$ cat config.mk
export PLATFORM = sky130hd
export DESIGN_NAME = gpio_drive_pullup_direction
export DESIGN_NICKNAME = d
export VERILOG_FILES = /design/src/pin_driver_port.v /design/src/port_g_driver.v /design/src/gpio_drive_pullup_direction.v
export VERILOG_INCLUDE_DIRS = /design/src
export SDC_FILE = /design/constraint.sdc
export NUM_CORES = 1
export LEC_CHECK = 0
export ABC_AREA = 1
export BUFFER_PORTS_ARGS = -buffer_cell sky130_fd_sc_hd__buf_2
export CAP_MARGIN = 20
export CORE_MARGIN = 2
export CORE_UTILIZATION = 45
export CTS_CLUSTER_DIAMETER = 100
export DETAILED_ROUTE_END_ITERATION = 12
export PLACE_DENSITY = 0.74
export SYNTH_ARGS = -nofsm -noshare
export SYNTH_HDL_FRONTEND = slang
export SYNTH_SLANG_ARGS = --single-unit
$ cat constraint.sdc
create_clock -name aclk -period 1.6 [get_ports aclk]
set_clock_uncertainty 0.1 [all_clocks]
set_input_delay 0.16 -clock aclk [delete_from_list [all_inputs] [get_ports aclk]]
set_output_delay 0.16 -clock aclk [all_outputs]
set_load 0.03 [all_outputs]
$ cat src/gpio_pin_defs.vh
/*
 * Shared constants for the port E/F/G pin control block: register byte
 * offsets, reset values, AXI4-Lite response codes and pin positions.
 * Assumes it is included by bare name from every design file that needs it.
 */
`ifndef GPIO_PIN_DEFS_VH
`define GPIO_PIN_DEFS_VH

`define ADDR_W              8
`define DATA_W              32
`define PORT_W              8

`define OFF_PE_DIRECTION    8'h00
`define OFF_PE_OUTPUT_VALUE 8'h04
`define OFF_PE_DRIVER_TYPE  8'h08
`define OFF_PF_DIRECTION    8'h0c
`define OFF_PF_OUTPUT_VALUE 8'h10
`define OFF_PF_DRIVER_TYPE  8'h14
`define OFF_PG_DIRECTION    8'h18
`define OFF_PG_OUTPUT_VALUE 8'h1c

`define RST_BYTE            8'h00
`define RST_WORD            32'h0000_0000
`define SEL_NONE            4'h0

`define RESP_OKAY           2'b00
`define RESP_SLVERR         2'b10

`define PF_TIMER_A_OUT_BIT  2
`define PF_TIMER_B_OUT_BIT  3
`define PF_TIMER_A_IN_BIT   0
`define PF_TIMER_B_IN_BIT   1

`define PG_I2C_B_CLOCK_BIT  7
`define PG_I2C_B_DATA_BIT   6
`define PG_I2C_A_CLOCK_BIT  5
`define PG_I2C_A_DATA_BIT   4

`endif

$ cat src/pin_driver_port.v
/*
 * Output driver and pull-up logic for one 8-bit port (E or F).
 * Assumes direction, output value and driver type come from registers in
 * the same clock domain, and that a timer takeover mask arrives per pin.
 */
`timescale 1ns/1ps
`include "gpio_pin_defs.vh"

module pin_driver_port (
	input  wire                 aclk,
	input  wire                 aresetn,
	input  wire                 hw_standby,
	input  wire [`PORT_W-1:0]   direction,
	input  wire [`PORT_W-1:0]   output_value,
	input  wire [`PORT_W-1:0]   driver_type,
	input  wire [`PORT_W-1:0]   timer_take,
	input  wire [`PORT_W-1:0]   timer_value,
	output reg  [`PORT_W-1:0]   pin_out,
	output reg  [`PORT_W-1:0]   pin_oe,
	output reg  [`PORT_W-1:0]   pull_on
);

	wire [`PORT_W-1:0] eff_dir;
	wire [`PORT_W-1:0] eff_val;

	// A timer that owns a pin forces output mode
	assign eff_dir = timer_take | direction;
	assign eff_val = (timer_take & timer_value) | (~timer_take & output_value);

	always @(posedge aclk) begin
		if (!aresetn) begin
			pin_out <= `RST_BYTE;
			pin_oe  <= `RST_BYTE;
			pull_on <= `RST_BYTE;
		end else begin
			pin_out <= eff_val;
			// Open drain drops the high side, so a 1 floats the pin
			pin_oe  <= eff_dir & (~eff_val | ~driver_type);
			// Standby kills pull-ups; only an input with value 1 gets one
			pull_on <= {`PORT_W{~hw_standby}} & ~direction & output_value & ~eff_dir;
		end
	end

endmodule // pin_driver_port

$ cat src/port_g_driver.v
/*
 * Output driver logic for port G: push-pull general-purpose outputs and
 * open-drain drive on pins handed to the I2C channels.
 * Assumes the I2C takeover mask and drive-low requests are synchronous.
 */
`timescale 1ns/1ps
`include "gpio_pin_defs.vh"

module port_g_driver (
	input  wire                 aclk,
	input  wire                 aresetn,
	input  wire [`PORT_W-1:0]   direction,
	input  wire [`PORT_W-1:0]   output_value,
	input  wire [`PORT_W-1:0]   i2c_take,
	input  wire [`PORT_W-1:0]   i2c_low,
	output reg  [`PORT_W-1:0]   pin_out,
	output reg  [`PORT_W-1:0]   pin_oe
);

	always @(posedge aclk) begin
		if (!aresetn) begin
			pin_out <= `RST_BYTE;
			pin_oe  <= `RST_BYTE;
		end else begin
			// I2C pins only ever pull low; the bus pull-up makes the high
			pin_out <= ~i2c_take & output_value;
			pin_oe  <= (i2c_take & i2c_low) | (~i2c_take & direction);
		end
	end

endmodule // port_g_driver

$ cat src/gpio_drive_pullup_direction.v
/*
 * Pin control for ports E and F (direction, output value, driver type,
 * pull-ups, port F timer takeover) and port G (direction, output value, I2C
 * takeover), with an AXI4-Lite register slave.
 * Assumes pin inputs, timer signals and standby are synchronous to aclk.
 */
// The placing of the registers and the AXI4-Lite register port were left to the implementer.
`timescale 1ns/1ps
`include "gpio_pin_defs.vh"

// How it works
// Nonzero timer select makes pin timer output
// Port F bits 1,0 follow direction; timer input always
// Per-bit driver type selects output style
// Type 0 push-pull, type 1 open-drain
// Direction 0 drivers off; value 0 drives low
// Driver type also applies to timer outputs
// Pull-up only for input with value 1
// Pull-ups off in reset and hardware standby
// Port G: eight pins, some shared with I2C
// Port G push-pull; I2C pins open-drain
// Port G direction bit per pin, resets 0
// Direction write-only; read returns pin levels
// Output value registers always readable and writable
// Driver-type bits reset to push-pull
// Software shadows the write-only direction register
module gpio_drive_pullup_direction (
	input  wire                 aclk,
	input  wire                 aresetn,
	input  wire [`ADDR_W-1:0]   s_axi_awaddr,
	input  wire [2:0]           s_axi_awprot,
	input  wire                 s_axi_awvalid,
	output reg                  s_axi_awready,
	input  wire [`DATA_W-1:0]   s_axi_wdata,
	input  wire [3:0]           s_axi_wstrb,
	input  wire                 s_axi_wvalid,
	output reg                  s_axi_wready,
	output reg  [1:0]           s_axi_bresp,
	output reg                  s_axi_bvalid,
	input  wire                 s_axi_bready,
	input  wire [`ADDR_W-1:0]   s_axi_araddr,
	input  wire [2:0]           s_axi_arprot,
	input  wire                 s_axi_arvalid,
	output reg                  s_axi_arready,
	output reg  [`DATA_W-1:0]   s_axi_rdata,
	output reg  [1:0]           s_axi_rresp,
	output reg                  s_axi_rvalid,
	input  wire                 s_axi_rready,
	input  wire                 hw_standby,
	input  wire [`PORT_W-1:0]   pe_pin_in,
	output wire [`PORT_W-1:0]   pe_pin_out,
	output wire [`PORT_W-1:0]   pe_pin_oe,
	output wire [`PORT_W-1:0]   pe_pullup,
	input  wire [`PORT_W-1:0]   pf_pin_in,
	output wire [`PORT_W-1:0]   pf_pin_out,
	output wire [`PORT_W-1:0]   pf_pin_oe,
	output wire [`PORT_W-1:0]   pf_pullup,
	input  wire [`PORT_W-1:0]   pg_pin_in,
	output wire [`PORT_W-1:0]   pg_pin_out,
	output wire [`PORT_W-1:0]   pg_pin_oe,
	input  wire [3:0]           timer_a_output_select,
	input  wire [3:0]           timer_b_output_select,
	input  wire                 timer_a_output,
	input  wire                 timer_b_output,
	output reg                  timer_a_input,
	output reg                  timer_b_input,
	input  wire                 i2c_a_enable,
	input  wire                 i2c_b_enable,
	input  wire                 i2c_a_clock_low,
	input  wire                 i2c_a_data_low,
	input  wire                 i2c_b_clock_low,
	input  wire                 i2c_b_data_low
);

	// Register state
	reg  [`PORT_W-1:0]  port_e_direction_q;
	reg  [`PORT_W-1:0]  port_e_output_value_q;
	reg  [`PORT_W-1:0]  port_e_driver_type_q;
	reg  [`PORT_W-1:0]  port_f_direction_q;
	reg  [`PORT_W-1:0]  port_f_output_value_q;
	reg  [`PORT_W-1:0]  port_f_driver_type_q;
	reg  [`PORT_W-1:0]  port_g_direction_q;
	reg  [`PORT_W-1:0]  port_g_output_value_q;

	// Write channel holding state
	reg                 aw_held_q;
	reg                 w_held_q;
	reg  [`ADDR_W-1:0]  waddr_q;
	reg  [`DATA_W-1:0]  wdata_q;
	reg  [3:0]          wstrb_q;

	wire                aw_take;
	wire                w_take;
	wire                ar_take;
	wire                do_write;
	wire                wr_hit;
	wire [`PORT_W-1:0]  wr_byte;

	// Timer and I2C takeover
	wire                timer_a_take;
	wire                timer_b_take;
	wire [`PORT_W-1:0]  pf_timer_take;
	wire [`PORT_W-1:0]  pf_timer_value;
	wire [`PORT_W-1:0]  pg_i2c_take;
	wire [`PORT_W-1:0]  pg_i2c_low;

	// Read mux
	reg  [`DATA_W-1:0]  rd_word;
	reg                 rd_ok;

	// Only the low byte lane carries register bits; the other lanes are ignored
	function [`PORT_W-1:0] merge_byte;
		input [`PORT_W-1:0] old_val;
		input [`DATA_W-1:0] data;
		input [3:0]         strb;
		begin
			if (strb[0]) begin
				merge_byte = data[`PORT_W-1:0];
			end else begin
				merge_byte = old_val;
			end
		end
	endfunction

	function [`DATA_W-1:0] zero_extend;
		input [`PORT_W-1:0] b;
		begin
			zero_extend = {{(`DATA_W-`PORT_W){1'b0}}, b};
		end
	endfunction

	function is_mapped;
		input [`ADDR_W-1:0] a;
		begin
			if (a == `OFF_PE_DIRECTION) begin
				is_mapped = 1'b1;
			end else if (a == `OFF_PE_OUTPUT_VALUE) begin
				is_mapped = 1'b1;
			end else if (a == `OFF_PE_DRIVER_TYPE) begin
				is_mapped = 1'b1;
			end else if (a == `OFF_PF_DIRECTION) begin
				is_mapped = 1'b1;
			end else if (a == `OFF_PF_OUTPUT_VALUE) begin
				is_mapped = 1'b1;
			end else if (a == `OFF_PF_DRIVER_TYPE) begin
				is_mapped = 1'b1;
			end else if (a == `OFF_PG_DIRECTION) begin
				is_mapped = 1'b1;
			end else if (a == `OFF_PG_OUTPUT_VALUE) begin
				is_mapped = 1'b1;
			end else begin
				is_mapped = 1'b0;
			end
		end
	endfunction

	assign aw_take  = s_axi_awvalid & s_axi_awready;
	assign w_take   = s_axi_wvalid & s_axi_wready;
	assign ar_take  = s_axi_arvalid & s_axi_arready;
	assign do_write = aw_held_q & w_held_q & ~s_axi_bvalid;
	assign wr_hit   = is_mapped(waddr_q);

	// Write address and data are taken in either order, one write at a time
	always @(posedge aclk) begin
		if (!aresetn) begin
			s_axi_awready <= 1'b0;
			s_axi_wready  <= 1'b0;
			s_axi_bvalid  <= 1'b0;
			s_axi_bresp   <= `RESP_OKAY;
			aw_held_q     <= 1'b0;
			w_held_q      <= 1'b0;
			waddr_q       <= `RST_BYTE;
			wdata_q       <= `RST_WORD;
			wstrb_q       <= `SEL_NONE;
		end else begin
			if (aw_take) begin
				aw_held_q     <= 1'b1;
				waddr_q       <= s_axi_awaddr;
				s_axi_awready <= 1'b0;
			end else if (!aw_held_q && !s_axi_bvalid) begin
				s_axi_awready <= 1'b1;
			end
			if (w_take) begin
				w_held_q     <= 1'b1;
				wdata_q      <= s_axi_wdata;
				wstrb_q      <= s_axi_wstrb;
				s_axi_wready <= 1'b0;
			end else if (!w_held_q && !s_axi_bvalid) begin
				s_axi_wready <= 1'b1;
			end
			if (do_write) begin
				aw_held_q    <= 1'b0;
				w_held_q     <= 1'b0;
				s_axi_bvalid <= 1'b1;
				s_axi_bresp  <= wr_hit ? `RESP_OKAY : `RESP_SLVERR;
			end else if (s_axi_bvalid && s_axi_bready) begin
				s_axi_bvalid <= 1'b0;
			end
		end
	end

	assign wr_byte = wdata_q[`PORT_W-1:0];

	// Register writes, committed in the cycle the response is raised
	always @(posedge aclk) begin
		if (!aresetn) begin
			port_e_direction_q    <= `RST_BYTE;
			port_e_output_value_q <= `RST_BYTE;
			port_e_driver_type_q  <= `RST_BYTE;
			port_f_direction_q    <= `RST_BYTE;
			port_f_output_value_q <= `RST_BYTE;
			port_f_driver_type_q  <= `RST_BYTE;
			port_g_direction_q    <= `RST_BYTE;
			port_g_output_value_q <= `RST_BYTE;
		end else if (do_write) begin
			if (waddr_q == `OFF_PE_DIRECTION) begin
				port_e_direction_q <= merge_byte(port_e_direction_q, wdata_q, wstrb_q);
			end else if (waddr_q == `OFF_PE_OUTPUT_VALUE) begin
				port_e_output_value_q <= merge_byte(port_e_output_value_q, wdata_q, wstrb_q);
			end else if (waddr_q == `OFF_PE_DRIVER_TYPE) begin
				port_e_driver_type_q <= merge_byte(port_e_driver_type_q, wdata_q, wstrb_q);
			end else if (waddr_q == `OFF_PF_DIRECTION) begin
				port_f_direction_q <= merge_byte(port_f_direction_q, wdata_q, wstrb_q);
			end else if (waddr_q == `OFF_PF_OUTPUT_VALUE) begin
				port_f_output_value_q <= merge_byte(port_f_output_value_q, wdata_q, wstrb_q);
			end else if (waddr_q == `OFF_PF_DRIVER_TYPE) begin
				port_f_driver_type_q <= merge_byte(port_f_driver_type_q, wdata_q, wstrb_q);
			end else if (waddr_q == `OFF_PG_DIRECTION) begin
				// Only the full byte is meaningful, software keeps its own copy
				port_g_direction_q <= merge_byte(port_g_direction_q, wdata_q, wstrb_q);
			end else if (waddr_q == `OFF_PG_OUTPUT_VALUE) begin
				port_g_output_value_q <= merge_byte(port_g_output_value_q, wdata_q, wstrb_q);
			end
		end
	end

	// Read decode: direction addresses return the live pin levels
	always @* begin
		rd_word = `RST_WORD;
		rd_ok   = 1'b1;
		if (s_axi_araddr == `OFF_PE_DIRECTION) begin
			rd_word = zero_extend(pe_pin_in);
		end else if (s_axi_araddr == `OFF_PE_OUTPUT_VALUE) begin
			rd_word = zero_extend(port_e_output_value_q);
		end else if (s_axi_araddr == `OFF_PE_DRIVER_TYPE) begin
			rd_word = zero_extend(port_e_driver_type_q);
		end else if (s_axi_araddr == `OFF_PF_DIRECTION) begin
			rd_word = zero_extend(pf_pin_in);
		end else if (s_axi_araddr == `OFF_PF_OUTPUT_VALUE) begin
			rd_word = zero_extend(port_f_output_value_q);
		end else if (s_axi_araddr == `OFF_PF_DRIVER_TYPE) begin
			rd_word = zero_extend(port_f_driver_type_q);
		end else if (s_axi_araddr == `OFF_PG_DIRECTION) begin
			rd_word = zero_extend(pg_pin_in);
		end else if (s_axi_araddr == `OFF_PG_OUTPUT_VALUE) begin
			rd_word = zero_extend(port_g_output_value_q);
		end else begin
			rd_ok   = 1'b0;
		end
	end

	// One read under way at a time; data registered at address acceptance
	always @(posedge aclk) begin
		if (!aresetn) begin
			s_axi_arready <= 1'b0;
			s_axi_rvalid  <= 1'b0;
			s_axi_rdata   <= `RST_WORD;
			s_axi_rresp   <= `RESP_OKAY;
		end else begin
			if (ar_take) begin
				s_axi_arready <= 1'b0;
				s_axi_rvalid  <= 1'b1;
				s_axi_rdata   <= rd_word;
				s_axi_rresp   <= rd_ok ? `RESP_OKAY : `RESP_SLVERR;
			end else if (s_axi_rvalid && s_axi_rready) begin
				s_axi_rvalid  <= 1'b0;
				s_axi_arready <= 1'b1;
			end else if (!s_axi_rvalid) begin
				s_axi_arready <= 1'b1;
			end
		end
	end

	// Any nonzero select hands the pin to its timer
	assign timer_a_take = (timer_a_output_select != `SEL_NONE);
	assign timer_b_take = (timer_b_output_select != `SEL_NONE);

	// Bits 1 and 0 are never taken, so they follow direction alone
	assign pf_timer_take  = {{(`PORT_W-`PF_TIMER_B_OUT_BIT-1){1'b0}}, timer_b_take, timer_a_take,
				 2'b00};
	assign pf_timer_value = {{(`PORT_W-`PF_TIMER_B_OUT_BIT-1){1'b0}}, timer_b_output, timer_a_output,
				 2'b00};

	assign pg_i2c_take = {i2c_b_enable, i2c_b_enable, i2c_a_enable, i2c_a_enable, 4'h0};
	assign pg_i2c_low  = {i2c_b_clock_low, i2c_b_data_low, i2c_a_clock_low, i2c_a_data_low, 4'h0};

	pin_driver_port u_port_e (
		.aclk         (aclk),
		.aresetn      (aresetn),
		.hw_standby   (hw_standby),
		.direction    (port_e_direction_q),
		.output_value (port_e_output_value_q),
		.driver_type  (port_e_driver_type_q),
		.timer_take   (`RST_BYTE),
		.timer_value  (`RST_BYTE),
		.pin_out      (pe_pin_out),
		.pin_oe       (pe_pin_oe),
		.pull_on      (pe_pullup)
	);

	// Timer outputs pass through the same driver-type logic
	pin_driver_port u_port_f (
		.aclk         (aclk),
		.aresetn      (aresetn),
		.hw_standby   (hw_standby),
		.direction    (port_f_direction_q),
		.output_value (port_f_output_value_q),
		.driver_type  (port_f_driver_type_q),
		.timer_take   (pf_timer_take),
		.timer_value  (pf_timer_value),
		.pin_out      (pf_pin_out),
		.pin_oe       (pf_pin_oe),
		.pull_on      (pf_pullup)
	);

	port_g_driver u_port_g (
		.aclk         (aclk),
		.aresetn      (aresetn),
		.direction    (port_g_direction_q),
		.output_value (port_g_output_value_q),
		.i2c_take     (pg_i2c_take),
		.i2c_low      (pg_i2c_low),
		.pin_out      (pg_pin_out),
		.pin_oe       (pg_pin_oe)
	);

	// Timer inputs see the pin level whatever the direction
	always @(posedge aclk) begin
		if (!aresetn) begin
			timer_a_input <= 1'b0;
			timer_b_input <= 1'b0;
		end else begin
			timer_a_input <= pf_pin_in[`PF_TIMER_A_IN_BIT];
			timer_b_input <= pf_pin_in[`PF_TIMER_B_IN_BIT];
		end
	end

endmodule // gpio_drive_pullup_direction

==> flow_metrics.env, run 1 <==
export IMPL_rsz0062_at_grt="true"
export IMPL_clock_sinks=164
export IMPL_p_per_area_nw_per_um2=1010
export IMPL_cts_tree="built"
export IMPL_ant_nets=0
export IMPL_synth_area_per_cell_um2=8.31
export IMPL_post_place_cells=1085
export IMPL_critPathLaunchType="register"
export IMPL_die_area_um2=14900
export IMPL_overflow=0
export IMPL_diodes=0
export IMPL_place_area_um2=7290
export IMPL_cts_clk_slew_worst_paths_ns=0.06
export IMPL_fin_crit_ns=1.70
export IMPL_ios=213
export IMPL_yosysTopAreaCell="dfxtp_1"
export IMPL_drt_iter0_drc=379
export IMPL_peakVddDrop_mv=0.759
export IMPL_drive_above_1_share_pct=32.8
export IMPL_syn_area_um2=6290
export IMPL_num_rows=43
export IMPL_final_area_um2=8820
export IMPL_grt_pass1_vias=5469
export IMPL_area_delta_synth_final_pct=40.3
export IMPL_clockBufferDepth=2
export IMPL_worstPathRequired_ns=1.84
export IMPL_pre_cts_slack_ns=-0.110
export IMPL_io_buffers=153
export IMPL_synth_edf_count=0
export IMPL_vias=5963
export IMPL_drc=0
export IMPL_core_area_um2=13800
export IMPL_fmax_mhz=587
export IMPL_viasPerCell=5.07
export IMPL_die_height_um=122
export IMPL_yosys_most_used_dff="dfxtp_1"
export IMPL_leakagePower_uw=0.00405
export IMPL_yosysMostFrequentCell="dfxtp_1"
export IMPL_cap_violations=0
export IMPL_synth_top_area_share_pct=52.2
export IMPL_die_w_um=122
export IMPL_slew_viol_final=0
export IMPL_yosys_top_cells_count="dfxtp_1, nand2_1, nor2_1"
export IMPL_synth_async_sr_flop_share_pct=0
export IMPL_stdcell_count=1177
export IMPL_end_kind="register"
export IMPL_grt_max_degree=99
export IMPL_multi_input_area_um2=2690
export IMPL_grt_use_total_pct=23.8
export IMPL_dr_pass1_iters=5
export IMPL_period_share_pct=107
export IMPL_nets=1094
export IMPL_filler_cell_count=1165
export IMPL_htree_levels=4
export IMPL_dpl_hpwl_mm=11.2
export IMPL_tns_ns=-1.92
export IMPL_ys_ff_latch=164
export IMPL_wirelength_mm=18.4
export IMPL_start_util_pct=45.6
export IMPL_clock_latency_ns=0.43
export IMPL_synth_cells=757
export IMPL_root_buffer="clkbuf_16"
export IMPL_place_gp_congestion=0.882
export IMPL_setup_slack_ns=-0.105
export IMPL_synthTopCellsByArea="dfxtp_1, nand2_1, a21oi_1, o21ai_0, nor2_1"
export IMPL_critPathArrivalTime_ns=1.94
export IMPL_path_class="register to register"
export IMPL_post_drt_wl_per_cell_um=15.6
export IMPL_hold_viol=0
export IMPL_seq_area_um2=3290
export IMPL_grt_pass1_wl_mm=27.0
export IMPL_synth_warnings=0
export IMPL_synth_seq_area_share_pct=52.2
export IMPL_synth_distinct_cells=32
export IMPL_antenna_found_initial=0
export IMPL_setup_viol=47
export IMPL_status="complete, but fails checks"
export IMPL_failed_checks="negative setup slack"
export IMPL_hold_worst_slack_ns=0.0283
export IMPL_min_path_type="input port to register"
export IMPL_path_max_fanout=8
export IMPL_numCtsBuffers=17
kinds of logic (layout without fill, tap and decap cells):
group / count (synthesis) / in the layout / share of synthesized area, %
compound gates: 185 / 185 / 17.1
buf+inv: 131 / 346 / 10.5
flops: 164 / 164 / 52.2
other cells: 1 / 26 / 0.0596
simple gates: 276 / 276 / 20.0
area by class of cell:
| type | instances | area share (%) |
|---|---|---|
| timing repair inverter | 1 | 0.0851 |
| clock inverter | 6 | 0.908 |
| tap | 180 | 2.55 |
| multi-input combinational | 487 | 30.5 |
| clock buffer | 22 | 5.38 |
| timing repair buffer | 246 | 20.1 |
| inverter | 71 | 3.11 |
| sequential | 164 | 37.3 |
cells in the final DEF, fill, tap and decap left out, types with 5 or more instances in the layout:
cell type      Yosys  layout
o21ai_0           70      48
a21oi_1           70      63
nand2_1          104     102
clkbuf_16          0      19
dfxtp_1          164     159
a31oi_1            8       8
a21oi_2            0       7
a211oi_1          23       8
nor2_2            11      13
nor2_4             6      14
dlygate4sd3_1      0      45
a211oi_2           9      24
nor3_1            14      14
o21ai_2            0      16
buf_4             28      30
clkinv_1           8       8
inv_1             58      55
buf_2              7     153
buf_12             0      12
nor2_1            78      68
conb_1             1      26
nand3_1           50      48
inv_2              4       6
dfxtp_2            0       5
o21ai_1            2       8
stage by stage:
step / power (µW) / util [%]
global route: 9180 / 64.0
global placement: 4900 / 53.0
finish: 8890 / 64.0
detailed placement: 4910 / 53.0
floorplan: 4710 / -
CTS: 8860 / 61.8
critical path: stages (launching register included):
cell	delay, ns
dfxtp_2	0.33
inv_2	0.05
nor3_4	0.23
nand2_4	0.10
buf_6	0.14
nor3_4	0.26
buf_12	0.17
nor2_2	0.04
a211oi_2	0.19
what timing repair did:
| action | 4_1_cts | 5_1_grt |
|---|---|---|
| endpoints found under the hold margin | 48 | 0 |
| gates cloned | 2 | 2 |
| pin swaps | 5 | 15 |
| hold buffers | 45 | 0 |
| buffers inserted | 9 | 10 |
| endpoints found under the setup margin | 38 | 61 |
| resized for setup | 28 | 70 |
per-layer routing:
metal	routed length [µm]	GRT usage, %	part of all wire [%]
met3	1400	7.12	7.6
met4	373	8.05	2.0
met1	7300	28.3	40
met2	9320	40.8	51
met5	0	0	0
where the power goes:
| part | total (µW) | leakage (µW) | switching (µW) | internal [µW] |
|---|---|---|---|---|
| registers | 4180 | 0.00133 | 35.1 | 4150 |
| clock network | 3890 | 0.000277 | 1520 | 2370 |
| logic | 819 | 0.00244 | 528 | 290 |
| total | 8890 | 0.00405 | 2080 | 6810 |
path summary, 6_finish.rpt:
kind	from	to	slack (ns)	cells after the start
setup / recovery	aw_held_q	port_e_direction_q[5]	-0.10	8
hold / removal	pf_pin_in[4]	s_axi_rdata[4]	0.03	5
setup reg to reg	aw_held_q	port_e_direction_q[5]	-0.10	8
hold reg to reg	port_g_direction_q[0]	u_port_g.pin_oe[0]	0.33	2
Note: power is estimated with default switching activity, not from simulation.
==> run 2: changes to the inputs <==
Settings changed: CORE_UTILIZATION 45 to 46, SYNTH_HIERARCHICAL from default to 1.
==> flow_metrics.env, run 2 <==
export IMPL_p_per_area_nw_per_um2=985
export IMPL_dr_pass1_iters=6
export IMPL_nets=1276
export IMPL_stdcell_count=1371
export IMPL_slew_headroom_pct=60.4
export IMPL_power_frac_seq_pct=45.1
export IMPL_switching_share_pct=25.4
export IMPL_numCtsBuffers=17
export IMPL_tns_ns=-0.00499
export IMPL_final_util_pct=63.4
export IMPL_cap_violations=0
export IMPL_cts_clk_slew_worst_paths_ns=0.06
export IMPL_final_area_um2=9530
export IMPL_p_int_uw=7000
export IMPL_ant_nets=0
export IMPL_worstPathRequired_ns=1.85
export IMPL_hold_viol=0
export IMPL_drc=0
export IMPL_overflow=0
export IMPL_vias=6491
export IMPL_fin_crit_ns=1.60
export IMPL_grt_max_degree=82
export IMPL_grt_use_total_pct=22.1
export IMPL_critPathArrivalTime_ns=1.86
export IMPL_fmax_mhz=623
export IMPL_synthTopCellsByArea="dfxtp_1, nand2_1, nor2_1, a21oi_1, inv_1"
export IMPL_clockPowerShare_pct=44.0
export IMPL_yosys_top_cells_count="nand2_1, dfxtp_1, nor2_1"
export IMPL_final_cell_mix="nand2_1, dfxtp_1, buf_2"
export IMPL_post_drt_wl_per_cell_um=13.7
export IMPL_die_w_um=127
export IMPL_status="complete, but fails checks"
export IMPL_antenna_found_initial=0
export IMPL_area_delta_synth_final_pct=35.9
export IMPL_diodes=0
export IMPL_slew_viol_final=0
export IMPL_period_share_pct=100
export IMPL_dpl_hpwl_mm=12.6
export IMPL_yosysMostFrequentCell="nand2_1"
export IMPL_core_area_um2=15000
export IMPL_p_sw_uw=2390
export IMPL_path_class="register to register"
export IMPL_htree_levels=4
export IMPL_synth_area_per_cell_um2=7.96
export IMPL_place_gp_congestion=0.842
export IMPL_synth_top_area_share_pct=46.8
export IMPL_clock_sinks=164
export IMPL_cts_tree="built"
export IMPL_slowest_stage="dfxtp_2"
export IMPL_ys_ff_latch=164
export IMPL_tightest_slew_ns=0.592
export IMPL_synth_warnings=6
export IMPL_syn_area_um2=7010
export IMPL_yosys_most_used_dff="dfxtp_1"
export IMPL_peakVddDrop_mv=0.723
export IMPL_setup_viol=1
export IMPL_root_buffer="clkbuf_16"
export IMPL_cp_cell_sequence="nor2_4 > nand2_4 > nor2_8 > nand2_4 > nand2_4 > nor2_4 > buf_6 > clkbuf_16 > a211oi_2"
export IMPL_wirelength_mm=18.7
export IMPL_viasPerCell=4.73
export IMPL_clock_latency_ns=0.43
export IMPL_failed_checks="negative setup slack"
export IMPL_drive_above_1_share_pct=28.0
export IMPL_synth_seq_area_share_pct=46.8
export IMPL_end_kind="register"
export IMPL_die_area_um2=16200
export IMPL_synth_distinct_cells=39
export IMPL_filler_cell_count=1256
export IMPL_die_height_um=127
export IMPL_final_common_cell="nand2_1"
export IMPL_min_path_type="input port to register"
export IMPL_max_stage_delay_ns=0.33
export IMPL_path_max_fanout=8
export IMPL_yosysTopAreaCell="dfxtp_1"
export IMPL_leakagePower_uw=0.00443
export IMPL_rsz0062_at_grt="true"
export IMPL_start_util_pct=46.7
export IMPL_ios=213
export IMPL_grt_pass1_vias=5915
export IMPL_combPwrFrac_pct=10.9
export IMPL_critPathLaunchType="register"
export IMPL_drt_iter0_drc=516
export IMPL_num_rows=45
export IMPL_grt_pass1_wl_mm=28.5
export IMPL_clockBufferDepth=2
export IMPL_synth_cells=881
export IMPL_synth_async_sr_flop_share_pct=0
export IMPL_place_area_um2=8160
export IMPL_post_place_cells=1278
export IMPL_critPathMostFrequentCell="nand2_4"
export IMPL_setup_slack_ns=-0.00499
export IMPL_synth_edf_count=0
export IMPL_io_buffers=153
run 2: cell types whose count changed after synthesis, moves of 9 or more:
cell / previous run / this run
inv_1: 58 / 88
nor2_1: 78 / 113
nor3_1: 14 / 1
nand3_1: 50 / 34
clkbuf_1: 19 / 10
nor3b_2: 0 / 12
o21ai_0: 70 / 52
a21oi_1: 70 / 83
nand2_1: 104 / 175
run 2: final cells by class:
class	count	area [µm²]	area share, %
multi-input cells	648	3360	35.3
flip-flops and latches	164	3290	34.5
well taps	188	235	2.47
repair buffers	235	1640	17.2
clock buffers	22	484	5.08
repair inverters	1	5.00	0.0525
clock inverters	10	123	1.29
inverters	103	394	4.14
run 2: cell families after synthesis:
| kind of cell | count (synthesis) | share of synthesized area (%) |
|---|---|---|
| buffers and inverters | 156 | 11.4 |
| and+or+nand+nor | 386 | 27.1 |
| AOI/OAI and AO/OA | 174 | 14.6 |
| other | 1 | 0.0535 |
| DFF | 164 | 46.8 |
run 2: worst paths after layout:
check | start | endpoint | slack, ns | cells after the start
hold / removal | pf_pin_in[7] | s_axi_rdata[7] | 0.002 | 5
setup / recovery | waddr_q[6] | port_e_driver_type_q[7] | -0.005 | 9
setup reg to reg | waddr_q[6] | port_e_driver_type_q[7] | -0.005 | 9
hold reg to reg | port_f_direction_q[4] | port_f_direction_q[4] | 0.35 | 2
run 2: power by group through the flow:
stage	logic, µW	registers [µW]	clock network (µW)
2_1_floorplan	533	4450	0
6_report	1020	4230	4130
5_1_grt	1110	4240	4350
3_3_place_gp	874	4320	0
4_1_cts	971	4230	4170
3_5_place_dp	883	4320	0
run 2: per-layer routing:
metal	GRT usage [%]	vias up	wire, µm
met5	0	-	0
met4	6.85	0	311
met3	4.56	31	987
met2	37.4	222	9050
met1	28.5	2933	8370
li1	-	3305	-
run 2: metrics by stage:
stage	hold slack, ns	worst slack [ns]	total power [µW]
after floorplan	0.132	0.0163	4980
after global placement	0.258	0.0211	5190
after detailed placement	0.260	-0.0250	5200
after CTS	0.000769	0.00370	9370
after global routing	0.0483	-0.0973	9700
final	0.00228	-0.00499	9380
run 2: critical path, delay by kind of cell, from the launching register on:
family | cells | cell delay [ns]
AOI/OAI and AO/OA | 1 | 0.20
buffers and inverters | 2 | 0.27
DFF | 1 | 0.33
and+or+nand+nor | 6 | 0.62
run 2: what timing repair did:
action,in CTS,in global routing
endpoints found under the hold margin,43,0
hold buffers,45,0
gates cloned,0,3
setup endpoints to repair,13,59
resized for setup,1,37
buffers inserted,1,12
pin swaps,1,13
